**src/verilog/btc_pkg.sv**
```systemverilog
// shared constants and types of the branch target cache and prefetch engine
`default_nettype none
package btc_pkg;
  // geometry
  localparam int unsigned SLOT_COUNT      = 63;    // cache slots of four bytes
  localparam int unsigned TAG_W           = 15;    // upper bits of a 17-bit code address
  localparam int unsigned PTR_W           = 6;     // slot index and lock pointer width
  // register byte addresses
  localparam logic [7:0]  ADDR_CTRL       = 8'h80;
  localparam logic [7:0]  ADDR_TUNE       = 8'h84;
  localparam logic [7:0]  ADDR_FSTAT      = 8'h88;
  localparam logic [7:0]  ADDR_LOCK       = 8'h8c;
  // reset values
  localparam logic [7:0]  CTRL_RST        = 8'he6;
  localparam logic [7:0]  TUNE_RST        = 8'h00;
  localparam logic [7:0]  LOCK_RST        = 8'h3e;
  localparam logic [7:0]  FSTAT_RST       = 8'h00;
  // cache_control fields
  localparam int unsigned CTRL_FILL       = 7;     // cache_fill_enable
  localparam int unsigned CTRL_LOOKUP     = 6;     // cache_lookup_enable
  localparam int unsigned CTRL_PREFETCH   = 5;     // prefetch_engine_enable
  localparam int unsigned CTRL_FLUSH      = 4;     // cache_invalidate_all
  localparam int unsigned CTRL_INTERRUPT_RETURN       = 3;     // cache_interrupt_return_targets
  localparam int unsigned CTRL_ISR        = 2;     // cache_service_routine_code
  localparam int unsigned CTRL_TABLE      = 1;     // cache_table_read_data
  // cache_tuning fields
  localparam int unsigned TUNE_ALG        = 3;     // replacement_algorithm_select
  localparam int unsigned TUNE_FIX        = 2;     // table_reads_fixed_slot
  localparam int unsigned TUNE_THR_HI     = 1;     // miss_stall_threshold msb
  localparam int unsigned TUNE_THR_LO     = 0;     // miss_stall_threshold lsb
  // cache_lock_control fields
  localparam int unsigned LOCK_PUSH       = 7;     // lock_push_enable
  localparam int unsigned LOCK_POP        = 6;     // lock_pop_strobe
  // flash_status fields
  localparam int unsigned STAT_BUSY       = 0;     // flash_program_busy
  // timing: flash access rounds up to whole clocks
  localparam int unsigned FLASH_ACCESS_NS = 40;
  localparam int unsigned CLK_PERIOD_NS   = 40;
  localparam int unsigned FLASH_CYC_I     = (FLASH_ACCESS_NS + CLK_PERIOD_NS - 1) / CLK_PERIOD_NS;
  localparam logic [2:0]  FLASH_CYC       = 3'(FLASH_CYC_I < 1 ? 1 : FLASH_CYC_I);
  localparam logic [7:0]  LFSR_SEED       = 8'h01;
  // fetch request from the core
  typedef struct packed {
    logic [16:0] addr;      // byte address of the code fetch
    logic        table_rd;  // code_table_read data fetch
    logic        interrupt_return_tgt;  // destination of an interrupt_return
    logic        isr_code;  // fetch belongs to a service routine
  } btc_fetch_s;
  // fetch sequencer states
  typedef enum logic [1:0] {
    S_IDLE  = 2'b00,
    S_FETCH = 2'b01,
    S_WAIT  = 2'b10,
    S_ACK   = 2'b11
  } btc_state_e;
endpackage
`default_nettype wire

```
**src/verilog/btc_branch_cache.sv**
```systemverilog
// branch target cache with one-word prefetch engine and ahb-lite registers
//
// Added by the designer: the AHB-Lite interface to the registers.
`default_nettype none
module btc_branch_cache
  import btc_pkg::*;
#(
  parameter int unsigned SLOTS = SLOT_COUNT
) (
  input  wire logic        sys_clk,
  input  wire logic        rst_b,
  input  wire logic        hsel,
  input  wire logic [31:0] haddr,
  input  wire logic [1:0]  htrans,
  input  wire logic        hwrite,
  input  wire logic [2:0]  hsize,
  input  wire logic [31:0] hwdata,
  input  wire logic        hready,
  output logic             hreadyout,
  output logic [31:0]      hrdata,
  output logic             hresp,
  input  wire logic        fetch_req,
  input  wire btc_fetch_s  fetch_info,
  output logic             fetch_ack,
  output logic [31:0]      fetch_data,
  output logic             fetch_stall,
  output logic             flash_rd_en,
  output logic [14:0]      flash_rd_tag,
  input  wire logic [31:0] flash_rd_data,
  input  wire logic        flash_wr_busy,
  input  wire logic        flash_inval,
  input  wire logic [16:0] flash_inval_addr,
  input  wire logic        flash_inval_page
);

  ////////////////////////////////////////////////////////////////////////////
  // storage and state
  logic [TAG_W-1:0] tag_mem  [SLOTS];   // slot tags
  logic [31:0]      slot_mem [SLOTS];   // slot bytes
  logic [SLOTS-1:0] valid;              // slot valid bits
  logic [TAG_W-1:0] lin_tag;            // linear tag owned by prefetch
  logic [31:0]      lin_data;           // linear slot bytes
  logic             lin_valid;          // linear slot holds data
  btc_state_e       state;              // fetch sequencer
  logic [2:0]       fl_cnt;             // flash read countdown, 0 = idle
  logic             fl_pf;              // flash read belongs to prefetch
  logic [2:0]       stall_cnt;          // stall cycles of current miss
  logic [7:0]       ctrl;               // cache_control
  logic [3:0]       tune;               // cache_tuning
  logic             lock_push;          // lock_push_enable
  logic [PTR_W-1:0] lock_ptr;           // lock_slot_pointer
  logic             stat_busy;          // flash_program_busy
  logic [PTR_W-1:0] rb_idx;             // rebound position
  logic             rb_down;            // rebound sweeping downward
  logic [7:0]       lfsr;               // free running random source
  logic             dp_wr;              // write data phase pending
  logic             dp_rd;              // read data phase pending
  logic [7:0]       dp_addr;            // data phase address

  // invalidation test for one tag: word write or 1 KiB page erase
  function automatic logic inval_hit(input logic [TAG_W-1:0] t);
    if (flash_inval_page) begin
      return t[TAG_W-1:8] == flash_inval_addr[16:10];
    end
    return t == flash_inval_addr[16:2];
  endfunction

  ////////////////////////////////////////////////////////////////////////////
  // lookup
  wire  [TAG_W-1:0] req_tag   = fetch_info.addr[16:2];
  wire              lookup_en = ctrl[CTRL_LOOKUP];
  wire              pf_en     = ctrl[CTRL_PREFETCH];
  wire  [SLOTS-1:0] match;
  logic [PTR_W-1:0] hit_idx;

  // parallel compare against every valid tag
  for (genvar g = 0; g < SLOTS; g++) begin : g_cmp
    assign match[g] = valid[g] & (tag_mem[g] == req_tag);
  end

  // lowest matching slot wins; duplicates only arise with lookup off or from a lock push of a table read that hits
  always_comb begin
    hit_idx = '0;
    for (int i = SLOTS - 1; i >= 0; i--) begin
      if (match[i]) begin
        hit_idx = PTR_W'(i);
      end
    end
  end

  wire pf_busy   = (fl_cnt != 3'h0) & fl_pf;
  wire cache_hit = lookup_en & (|match);
  // linear slot only serves while the prefetch engine runs
  wire lin_hit   = pf_en & lin_valid & (lin_tag == req_tag);
  // a read finishing this very cycle is not waited on: the sequencer
  // would miss its done strobe and hang, so it is refetched instead
  wire pf_match  = pf_en & pf_busy & ~fl_done & (flash_rd_tag == req_tag);
  wire idle_req  = (state == S_IDLE) & fetch_req;
  wire fl_done   = (fl_cnt == 3'h1);
  wire busy_st   = (state == S_FETCH) | (state == S_WAIT);

  ////////////////////////////////////////////////////////////////////////////
  // answer path
  wire        idle_hit     = idle_req & (cache_hit | lin_hit);
  wire        issue_demand = idle_req & ~cache_hit & ~lin_hit & ~pf_match;
  wire        enter_wait   = idle_req & ~cache_hit & ~lin_hit & pf_match;
  wire        answer_now   = idle_hit | (busy_st & fl_done);
  wire        from_flash   = busy_st;
  wire [31:0] ans_data     = from_flash ? flash_rd_data
                           : (cache_hit ? slot_mem[hit_idx] : lin_data);
  wire [TAG_W-1:0] next_tag = TAG_W'(req_tag + 15'h1);
  // after each answer keep the following word on its way
  wire        issue_pf     = answer_now & pf_en & ~issue_demand
                           & ~(lin_valid & (lin_tag == next_tag) & ~fl_done)
                           & ~(pf_busy & ~fl_done & (flash_rd_tag == next_tag));

  ////////////////////////////////////////////////////////////////////////////
  // fill decision
  wire [1:0] thr       = tune[TUNE_THR_HI:TUNE_THR_LO];
  wire       cacheable = (~fetch_info.interrupt_return_tgt | ctrl[CTRL_INTERRUPT_RETURN])
                       & (~fetch_info.isr_code | ctrl[CTRL_ISR])
                       & (~fetch_info.table_rd | ctrl[CTRL_TABLE]);
  wire       push_op   = answer_now & lock_push & fetch_info.table_rd;
  wire       fill_ok   = answer_now & from_flash & ctrl[CTRL_FILL]
                       & cacheable & (stall_cnt > {1'b0, thr})
                       & ~push_op;
  wire       cache_wr  = push_op | fill_ok;
  wire       fixed_fill = fetch_info.table_rd & tune[TUNE_FIX];

  ////////////////////////////////////////////////////////////////////////////
  // replacement selection within the unlocked range
  // pointer at zero means nothing is locked
  wire [PTR_W-1:0] unl_hi  = (lock_ptr == '0) ? PTR_W'(SLOTS - 1) : lock_ptr;
  wire [6:0]       rnd_w   = {1'b0, lfsr[5:0]} % ({1'b0, unl_hi} + 7'h01);
  wire [PTR_W-1:0] rnd_idx = rnd_w[PTR_W-1:0];
  wire [PTR_W-1:0] rb_cur  = (rb_idx > unl_hi) ? unl_hi : rb_idx;
  wire [PTR_W-1:0] repl_idx = tune[TUNE_ALG] ? rnd_idx : rb_cur;
  wire [PTR_W-1:0] wr_idx  = push_op ? lock_ptr
                           : (fixed_fill ? '0 : repl_idx);
  wire             rb_step = fill_ok & ~fixed_fill & ~tune[TUNE_ALG];

  // rebound walk: up to the top of the free range, then back down
  always_ff @(posedge sys_clk) begin
    if (!rst_b) begin
      rb_idx  <= '0;
      rb_down <= 1'b0;
    end else if (rb_step) begin
      if (!rb_down && rb_cur >= unl_hi) begin
        rb_down <= 1'b1;
        rb_idx  <= rb_cur - 6'h01;
      end else if (rb_down && rb_cur == '0) begin
        rb_down <= 1'b0;
        rb_idx  <= 6'h01;
      end else begin
        rb_idx  <= rb_down ? rb_cur - 6'h01 : rb_cur + 6'h01;
      end
    end
  end

  // lfsr runs every cycle so the pick depends on fetch timing
  always_ff @(posedge sys_clk) begin
    if (!rst_b) begin
      lfsr <= LFSR_SEED;
    end else begin
      lfsr <= {lfsr[6:0], lfsr[7] ^ lfsr[5] ^ lfsr[4] ^ lfsr[3]};
    end
  end

  ////////////////////////////////////////////////////////////////////////////
  // register bus
  wire       ap_take   = hsel & htrans[1] & hready;
  wire       wr_ctrl   = dp_wr & (dp_addr == ADDR_CTRL);
  wire       wr_tune   = dp_wr & (dp_addr == ADDR_TUNE);
  wire       wr_lock   = dp_wr & (dp_addr == ADDR_LOCK);
  wire       flush_now = wr_ctrl & hwdata[CTRL_FLUSH];
  wire       pop_now   = wr_lock & hwdata[LOCK_POP];
  wire [7:0] rd_lock   = {lock_push, 1'b0, lock_ptr};
  wire [7:0] rd_stat   = {7'h00, stat_busy};
  wire [7:0] rd_byte   = (haddr[7:0] == ADDR_CTRL)  ? ctrl
                       : (haddr[7:0] == ADDR_TUNE)  ? {4'h0, tune}
                       : (haddr[7:0] == ADDR_FSTAT) ? rd_stat
                       : (haddr[7:0] == ADDR_LOCK)  ? rd_lock : 8'h00;

  // address phase capture; read data is loaded for the data phase
  always_ff @(posedge sys_clk) begin
    if (!rst_b) begin
      dp_wr     <= 1'b0;
      dp_rd     <= 1'b0;
      dp_addr   <= 8'h00;
      hrdata    <= 32'h0000_0000;
      hreadyout <= 1'b1;
      hresp     <= 1'b0;
    end else begin
      dp_wr     <= ap_take & hwrite;
      dp_rd     <= ap_take & ~hwrite;
      dp_addr   <= haddr[7:0];
      hrdata    <= (ap_take & ~hwrite) ? {24'h00_0000, rd_byte} : 32'h0000_0000;
      hreadyout <= 1'b1;       // zero wait states
      hresp     <= 1'b0;       // always okay
    end
  end

  // software registers; flush and pop are strobes, never stored
  always_ff @(posedge sys_clk) begin
    if (!rst_b) begin
      ctrl      <= CTRL_RST;
      tune      <= TUNE_RST[3:0];
      lock_push <= LOCK_RST[LOCK_PUSH];
      stat_busy <= FSTAT_RST[STAT_BUSY];
    end else begin
      if (wr_ctrl) begin
        ctrl <= {hwdata[7:5], 1'b0, hwdata[3:1], 1'b0};
      end
      if (wr_tune) begin
        tune <= hwdata[3:0];
      end
      if (wr_lock) begin
        lock_push <= hwdata[LOCK_PUSH];
      end
      stat_busy <= flash_wr_busy;
    end
  end

  // push and pop in one cycle cancel out
  always_ff @(posedge sys_clk) begin
    if (!rst_b) begin
      lock_ptr <= LOCK_RST[PTR_W-1:0];
    end else if (push_op && !pop_now) begin
      lock_ptr <= lock_ptr - 6'h01;
    end else if (pop_now && !push_op) begin
      lock_ptr <= lock_ptr + 6'h01;
    end
  end

  ////////////////////////////////////////////////////////////////////////////
  // fetch sequencer and flash read engine
  always_ff @(posedge sys_clk) begin
    if (!rst_b) begin
      state       <= S_IDLE;
      fetch_ack   <= 1'b0;
      fetch_data  <= 32'h0000_0000;
      fetch_stall <= 1'b0;
      stall_cnt   <= 3'h0;
    end else begin
      fetch_ack <= answer_now;
      if (answer_now) begin
        fetch_data <= ans_data;
      end
      case (state)
        S_IDLE: begin
          if (idle_hit) begin
            state <= S_ACK;
          end else if (issue_demand) begin
            state <= S_FETCH;
          end else if (enter_wait) begin
            state <= S_WAIT;
          end
        end
        S_FETCH, S_WAIT: begin
          if (fl_done) begin
            state <= S_ACK;
          end
        end
        S_ACK: begin
          state <= S_IDLE;     // request still up this cycle, skip it
        end
        default: begin
          state <= S_IDLE;
        end
      endcase
      if (issue_demand || enter_wait) begin
        fetch_stall <= 1'b1;
        stall_cnt   <= 3'h1;
      end else if (answer_now) begin
        fetch_stall <= 1'b0;
      end else if (busy_st && stall_cnt != 3'h7) begin
        stall_cnt   <= stall_cnt + 3'h1;
      end
    end
  end

  // a new demand read restarts the flash port, abandoning the prefetch
  always_ff @(posedge sys_clk) begin
    if (!rst_b) begin
      fl_cnt       <= 3'h0;
      fl_pf        <= 1'b0;
      flash_rd_en  <= 1'b0;
      flash_rd_tag <= '0;
    end else begin
      flash_rd_en <= issue_demand | issue_pf;
      if (issue_demand) begin
        fl_cnt       <= FLASH_CYC + 3'h1;
        fl_pf        <= 1'b0;
        flash_rd_tag <= req_tag;
      end else if (issue_pf) begin
        fl_cnt       <= FLASH_CYC + 3'h1;
        fl_pf        <= 1'b1;
        flash_rd_tag <= next_tag;
      end else if (fl_cnt != 3'h0) begin
        fl_cnt <= fl_cnt - 3'h1;
      end
    end
  end

  ////////////////////////////////////////////////////////////////////////////
  // tag and slot arrays
  // every finished flash word lands in the linear slot; clears win
  always_ff @(posedge sys_clk) begin
    if (!rst_b) begin
      lin_valid <= 1'b0;
      lin_tag   <= '0;
      lin_data  <= 32'h0000_0000;
      valid     <= '0;
    end else begin
      if (fl_done) begin
        lin_valid <= 1'b1;
        lin_tag   <= flash_rd_tag;
        lin_data  <= flash_rd_data;
      end
      if (cache_wr) begin
        valid[wr_idx] <= 1'b1;
      end
      for (int i = 0; i < SLOTS; i++) begin
        if (flash_inval && inval_hit(tag_mem[i])) begin
          valid[i] <= 1'b0;
        end
      end
      if (flash_inval && inval_hit(fl_done ? flash_rd_tag : lin_tag)) begin
        lin_valid <= 1'b0;
      end
      if (flush_now) begin
        valid     <= '0;
        lin_valid <= 1'b0;
      end
    end
  end

  // payload arrays need no reset: valid bits guard them
  always_ff @(posedge sys_clk) begin
    if (cache_wr) begin
      tag_mem[wr_idx]  <= req_tag;
      slot_mem[wr_idx] <= ans_data;
    end
  end
endmodule
`default_nettype wire

```
**config.mk**
```make
export PLATFORM = sky130hd
export DESIGN_NAME = btc_branch_cache
export DESIGN_NICKNAME = d
export VERILOG_FILES = /design/src/verilog/btc_pkg.sv /design/src/verilog/btc_branch_cache.sv
export SDC_FILE = /design/constraint.sdc
export NUM_CORES = 2
export LEC_CHECK = 0
export BUFFER_PORTS_ARGS = -buffer_cell sky130_fd_sc_hd__buf_4
export CAP_MARGIN = 20
export CORE_UTILIZATION = 40
export DETAILED_ROUTE_END_ITERATION = 6
export PLACE_DENSITY = 0.58
export SETUP_SLACK_MARGIN = 0.5
export SYNTH_ARGS = -nofsm -noshare
export SYNTH_HDL_FRONTEND = slang
export SYNTH_SLANG_ARGS = --single-unit
```
**constraint.sdc**
```tcl
create_clock -name sys_clk -period 12.4 [get_ports sys_clk]
set_input_delay 0.62 -clock sys_clk [delete_from_list [all_inputs] [get_ports sys_clk]]
set_output_delay 0.62 -clock sys_clk [all_outputs]
set_load 0.02 [all_outputs]
```
# Yosys cells after proc, flatten, opt, wreduce, memory -nomap -nowiden
# Memories as Yosys holds them, arrays and structs flattened.
# Cells that the tools add are included.
[word_totals]
input_bits = 147
ramBits = 2961
output_inout_bits = 84
word_cells = 902
memories = 2
ff_bits = 244
[mem_list]
columns = ["name", "depth", "word_bits", "read_ports", "rd_ports_with_merged_regs", "write_ports", "line_no", "text"]
rows = [
  ["slot_mem", 63, 32, 1, 0, 1, "btc_branch_cache.sv:39", "logic [31:0] slot_mem [SLOTS];"],
  ["tag_mem", 63, 15, 63, 0, 1, "btc_branch_cache.sv:38", "logic [TAG_W-1:0] tag_mem [SLOTS];"],
]
[op_classes]
add_sub_neg = 8
div_mod_pow = 1
n_eq_ne = 210
n_lt_le_gt_ge = 5
reduce_logical = 158
n_mux = 295
bitwise_logic = 134
[op_table]
columns = ["operator", "n"]
rows = [
  ["$eq A15 B15 Y1", 131],
  ["$eq A7 B7 Y1", 64],
  ["$mux W6", 73],
  ["$mux W1", 204],
  ["$reduce_or A3 Y1", 65],
  ["$and A1 B1 Y1", 106],
  ["$logic_and A1 B1 Y1", 70],
  ["$mux W32", 2],
  ["$or A63 B63 Y63", 1],
  ["$reduce_or A63 Y1", 1],
  ["$eq A8 B8 Y1 const B", 7],
  ["$mux W15", 3],
  ["$mux W8", 4],
  ["$not A1 Y1", 16],
  ["$add A15 B1 Y15 const B", 1],
  ["$mux W2", 7],
  ["$add A6 B1 Y6 const B", 2],
  ["$logic_not A6 Y1", 2],
  ["$sub A6 B1 Y6 const B", 2],
  ["$reduce_and A2 Y1", 5],
  ["$reduce_bool A2 Y1", 5],
  ["$or A1 B1 Y1", 8],
  ["$add A6 B1 Y7 const B", 1],
  ["$lt A6 B7 Y1 const B", 1],
  ["22 further kinds", 30],
]

# Longest topological paths before layout
# An unclocked memory read counts as a cell.
[logic_depth]
ltp_word = 69
ltp_mapped = 58
mapped_depth_nobuf = 56

# Worst setup path before layout
# OpenSTA, ideal clock, no wires.
[synth_path]
path_type = "reg-to-reg"
start = "reg lock_ptr[1]"
end = "reg valid[0]"
slack_ns = -1.076
required_ns = 12.333
t_arrival_ns = 13.409
setup_ns = 0.067
period_less_slack_ns = 13.476
stages_incl_launch_ff = 57
n_path_buf = 2
path_cell_list = "dfxtp_1 -> buf_2 -> or4_1 -> nor3_2 -> nor2_1 -> nand2_1 -> nand2_1 -> ha_1 -> o21a_1 -> o2111ai_1 -> mux2i_1 -> ha_1 -> o21a_1 -> o21a_1 -> o21ai_0 -> mux2i_1 -> ha_1 -> o21a_1 -> (+21 left out) -> inv_1 -> ha_1 -> nor2b_1 -> o21ai_0 -> nand2b_1 -> a21o_1 -> a21oi_1 -> o21ai_0 -> a21o_1 -> a21o_1 -> clkbuf_1 -> mux2_2 -> nand2_1 -> o21ai_1 -> a22oi_1 -> nand3_1 -> nor2_1 -> o221a_2"
[synth_between]
elab_chain_len = 12
elab_cells_between_ends = 15
classes_between = "add/sub (1); div (1); order compare (3); mux (7); bitwise (1); reduce/logical (2)"
[synth_lines]
columns = ["element", "line_no", "text"]
rows = [
  ["start: declaration", "btc_branch_cache.sv:51", "logic [PTR_W-1:0] lock_ptr;"],
  ["start signal: assignment", "btc_branch_cache.sv:227", "lock_ptr <= LOCK_RST[PTR_W-1:0];"],
  ["start signal: assignment", "btc_branch_cache.sv:229", "lock_ptr <= lock_ptr - 6'h01;"],
  ["start signal: assignment", "btc_branch_cache.sv:231", "lock_ptr <= lock_ptr + 6'h01;"],
  ["$logic_not A6 Y1", "btc_branch_cache.sv:133", "wire [PTR_W-1:0] unl_hi = (lock_ptr == '0) ? PTR_W'(SLOTS - 1) : lock_ptr;"],
  ["$mux W6", "btc_branch_cache.sv:133", ""],
  ["$add A6 B1 Y7 / $gt A6 B6 Y1 (equally long branches)", "btc_branch_cache.sv:134, btc_branch_cache.sv:136", ""],
  ["$mod A6 B7 Y7 / $mux W6 (equally long branches)", "btc_branch_cache.sv:134, btc_branch_cache.sv:136", ""],
  ["$mux W6", "btc_branch_cache.sv:137", "wire [PTR_W-1:0] repl_idx = tune[TUNE_ALG] ? rnd_idx : rb_cur;"],
  ["$mux W6", "btc_branch_cache.sv:139", ": (fixed_fill ? '0 : repl_idx);"],
  ["$mux W6 *", "btc_branch_cache.sv:138", "wire [PTR_W-1:0] wr_idx = push_op ? lock_ptr"],
  ["$lt A6 B7 Y1 (implied by the code) / $ge A6 B1 Y1 (equally long branches)", "btc_branch_cache.sv:321", "valid[wr_idx] <= 1'b1;"],
  ["$logic_and A1 B1 Y1 (implied by the code)", "btc_branch_cache.sv:321", ""],
  ["$mux W1 (implied by the code)", "btc_branch_cache.sv:321", ""],
  ["$demux W1 S6 *", "btc_branch_cache.sv:321", ""],
  ["$or A63 B63 Y63 (no source line) *", "-", ""],
  ["end signal: indexed assignment", "btc_branch_cache.sv:321", ""],
  ["end signal: indexed assignment", "btc_branch_cache.sv:325", "valid[i] <= 1'b0;"],
  ["end signal: assignment", "btc_branch_cache.sv:332", "valid <= '0;"],
  ["end: declaration", "btc_branch_cache.sv:40", "logic [SLOTS-1:0] valid;"],
]
# Mark *: on every way between the ends. The rest lies on a longest branch, timed or not.
# A chain may end at the register's enable or synchronous reset.

# Worst setup path in the final report
[layout_path]
start = "reg lock_ptr[4]"
end = "mem slot_mem[57][19] (enable)"
[layout_between]
elab_chain_len = 7
elab_cells_between_ends = 9
classes_between = "add/sub (1); div (1); order compare (1); mux (5); reduce/logical (1)"
[layout_lines]
columns = ["element", "line_no"]
rows = [
  ["$logic_not A6 Y1", "btc_branch_cache.sv:133"],
  ["$mux W6", "btc_branch_cache.sv:133"],
  ["$add A6 B1 Y7 / $gt A6 B6 Y1 (equally long branches)", "btc_branch_cache.sv:134, btc_branch_cache.sv:136"],
  ["$mod A6 B7 Y7 / $mux W6 (equally long branches)", "btc_branch_cache.sv:134, btc_branch_cache.sv:136"],
  ["$mux W6", "btc_branch_cache.sv:137"],
  ["$mux W6", "btc_branch_cache.sv:139"],
  ["$mux W6 *", "btc_branch_cache.sv:138"],
  ["end: declaration", "btc_branch_cache.sv:39"],
]
# Marked as above.

==> impl_metrics.py <==
metrics = {
    "outcome": {
        "outcome": "finished clean",
    },
    "placed_design": {
        "hpwl_um": 376000,
        "preCtsSetupSlack_ns": 0.426,
        "routabilityCongestion": 0.967,
        "port_buffers": 148,
    },
    "timing": {
        "tns_ns": 0,
        "period_needed_ns": 11.38,
        "fmax_ghz": 0.0878,
        "worstMarginPinSlew_ns": 1.30,
        "finalWorstSetupSlack_ns": 1.02,
        "finalMaxSlewViolations": 0,
        "rsz0062_at_grt": "false",
        "fin_crit_sh_pct": 91.8,
        "holdWs_ns": 0.0459,
        "skew_ns": 0.130,
        "hold_violations": 0,
        "setup_violations": 0,
        "relSlewSlack_pct": 12.5,
    },
    "floorplan": {
        "placementRows": 222,
        "io_pins": 231,
        "fp.dieH_um": 610,
        "initial_utilization_pct": 40.3,
        "die_w_um": 610,
        "dieArea_mm2": 0.372,
        "coreArea_mm2": 0.367,
    },
    "cts": {
        "clk-insertion-delay-late_ns": 1.05,
        "cts.path.max_buffers": 4,
        "ctsHtreeMaxLevel": 5,
        "clkSinkCount": 3181,
        "cts.clk_slew.worst_paths_ns": 0.05,
        "cts_tree": "done",
        "cts_buffers": 350,
        "cts-root-buf": "clkbuf_16",
    },
    "cells_and_area": {
        "syn2layout_area_growth_pct": 16.2,
        "layout-drive-gt1-share_pct": 13.3,
        "finish.utilization_pct": 46.8,
        "final_nets": 12200,
    },
    "setup_path": {
        "cp.arrival_ns": 11.97,
        "end_kind": "register",
        "reg2reg_depth": 58,
        "crit_path_start_kind": "register",
        "critPathSlowestCell": "or4_4",
        "crit_type": "reg -> reg",
        "critical-path-max-stage-delay_ns": 0.56,
        "critical_path.max_fanout": 39,
        "crit_required_ns": 12.99,
        "crit_path_frequent_cell": "o21a_1",
    },
    "power_and_ir_drop": {
        "leakage_nw": 56.8,
        "powerDensity_mw_per_mm2": 171,
        "ir_worst_vdd_uv": 450,
    },
    "global_routing": {
        "grt_start_max_net_pins": 110,
        "antenna_found_initial": 45,
        "grt_pass1_vias": 104000,
        "grt_pass1_wl_um": 829000,
        "grt_util_all_layers_pct": 31.4,
        "grt.overflow.total": 0,
    },
    "drt": {
        "wl_met1_um": 229000,
        "ant_nets": 0,
        "drtIter0Drc": 16400,
        "num_vias": 109000,
        "viasPerCell": 6.32,
        "drc": 0,
        "route.met3.wl_um": 76900,
        "top_layer_used": "met5",
        "wirelength_um": 607000,
        "wl_per_cell_um": 35.1,
        "dr.pass1.iters": 6,
        "wl_met2_um": 263000,
    },
    "min_path": {
        "hold_path.class": "in -> reg",
        "worstHoldPathCells": 2,
    },
    "synth": {
        "synth-seq-cells": 3181,
        "ys.flop_type": "edfxtp_1",
        "yosysUniqueCellTypes": 117,
        "post-synth-top-area-cell": "edfxtp_1",
        "ys_seq_area_share_pct": 63.1,
        "synth_edf_count": 2961,
        "synth.top_cell.area_share_pct": 60.1,
        "syn_inst": 11500,
        "ys.warnings.count": 0,
        "avgSynthCellArea_um2": 12.8,
        "ys_async_sr_fraction_pct": 0,
        "yosys-top-cells-area": "edfxtp_1, xnor2_1, xor2_1, dfxtp_1, nand2_1",
        "syn-cell-area_mm2": 0.148,
    },
    "job": {
        "drv_cap": 0,
    },
}
kinds of logic (layout without fill, tap and decap cells):
| family | count (synthesis) | after routing | synth area share [%] |
|---|---|---|---|
| compound gates | 1413 | 1413 | 6.41 |
| xor+xnor | 1982 | 1982 | 11.8 |
| fa+ha+maj | 57 | 57 | 0.492 |
| buf+inv | 759 | 1535 | 2.89 |
| flops | 3181 | 3181 | 63.1 |
| mux | 361 | 361 | 2.48 |
| other cells | 2 | 55 | 0.00508 |
| simple gates | 3768 | 3768 | 12.9 |
worst max-delay path: cells and delay by family (launching register included):
kind	cells	cell delay [ns]
buf+inv	7	1.15
flops	1	0.31
simple gates	12	1.90
compound gates	29	4.88
mux	4	1.14
fa+ha+maj	6	1.50
metal layers:
| layer | GRT usage [%] | up-vias |
|---|---|---|
| met1 | 41.6 | 54800 |
| met4 | 16.5 | 25 |
| met5 | 0 | - |
| li1 | - | 44300 |
| met3 | 8.16 | 1756 |
| met2 | 47.2 | 8250 |
path summary, 6_finish.rpt:
path                                  start               end  slack (ns)
worst max register to register  lock_ptr[4]  slot_mem[57][19]        1.02
worst min register to register      lfsr[6]           lfsr[7]        0.44
worst max-delay path            lock_ptr[4]  slot_mem[57][19]        1.02
worst min-delay path               haddr[2]         hrdata[6]        0.05
sequential cells by signal (all words and copies together), names as in the netlist, 3 cells and up:
name and count:
slot_mem 2016, tag_mem 945, valid 63, fetch_data 32, lin_data 32, flash_rd_tag 15, lin_tag 15, dp_addr 8
hrdata 8, lfsr 8, ctrl 6, lock_ptr 6, rb_idx 6, tune 4, fl_cnt 3, stall_cnt 3
per-stage QoR:
step	total power, mW	area [um^2]	instances
final	29.4	172000	17300
after floorplan	16.0	148000	11500
after global placement	18.8	159000	16500
after detailed placement	18.9	159000	16500
after global routing	29.9	172000	17300
after CTS	29.3	171000	17200
synthesized netlist by cell type (33+ instances only):
master,instances
or3_1,78
ha_1,55
nand2_1,1050
xnor2_1,1052
o221a_2,52
mux2_2,35
buf_2,196
inv_1,50
and3_1,81
a21o_1,33
nand3_1,298
dfxtp_1,220
nor3_1,397
buf_1,71
nor2_1,592
edfxtp_1,2961
mux2i_1,324
or4_1,69
o31ai_1,34
nand4_1,621
o21ai_0,293
a31oi_1,71
nor4_1,362
clkbuf_1,226
buf_4,113
a211oi_1,48
and2_1,42
o22ai_1,38
buf_6,97
a21oi_1,398
o211ai_1,63
xor2_1,925
nand2b_1,38
timing repair:
item	4_1_cts	5_1_grt
resized for setup	1	38
hold buffers	52	0
cloned	0	13
endpoints found under the setup margin	470	3024
buffers inserted	2	25
pin swaps	2	36
hold endpoints to repair	57	0
report_power, final:
part | total, mW | switching, mW | internal, mW
Combinational | 5.04 | 4.24 | 0.800
Sequential | 13.8 | 0.0560 | 13.7
Clock | 10.6 | 4.52 | 6.10
final cells by class:
class	instances	area, um^2
Fill cell	32300	195000
Clock inverter	177	1920
Inverter	52	198
Tap cell	4928	6170
Multi-Input combinational cell	7608	51600
Antenna cell	28	70.1
Sequential cell	3181	93300
Clock buffer	465	9510
Timing Repair Buffer	841	9120
layout by cell type, fill, tap and decap left out, types with 31 or more instances in the layout:
master,n
edfxtp_1,2961
xnor2_1,1052
nand2_1,1042
xor2_1,925
nand4_1,621
buf_4,544
nor2_1,522
nor3_1,394
a21oi_1,388
clkbuf_16,366
nor4_1,349
mux2i_1,323
nand3_1,297
o21ai_0,287
dfxtp_1,220
buf_12,181
clkbuf_1,88
and3_1,81
or3_1,78
or4_1,68
nor2_4,68
a31oi_1,68
o211ai_1,63
clkinv_2,56
clkinv_1,56
o221a_2,52
ha_1,52
dlygate4sd3_1,52
a211oi_1,48
inv_1,48
nor4_2,41
o22ai_1,38
clkbuf_8,38
nand2b_1,37
mux2_2,33
bufinv_16,33
o31ai_1,32
o221ai_1,31
(Power assumes the default switching activity.)
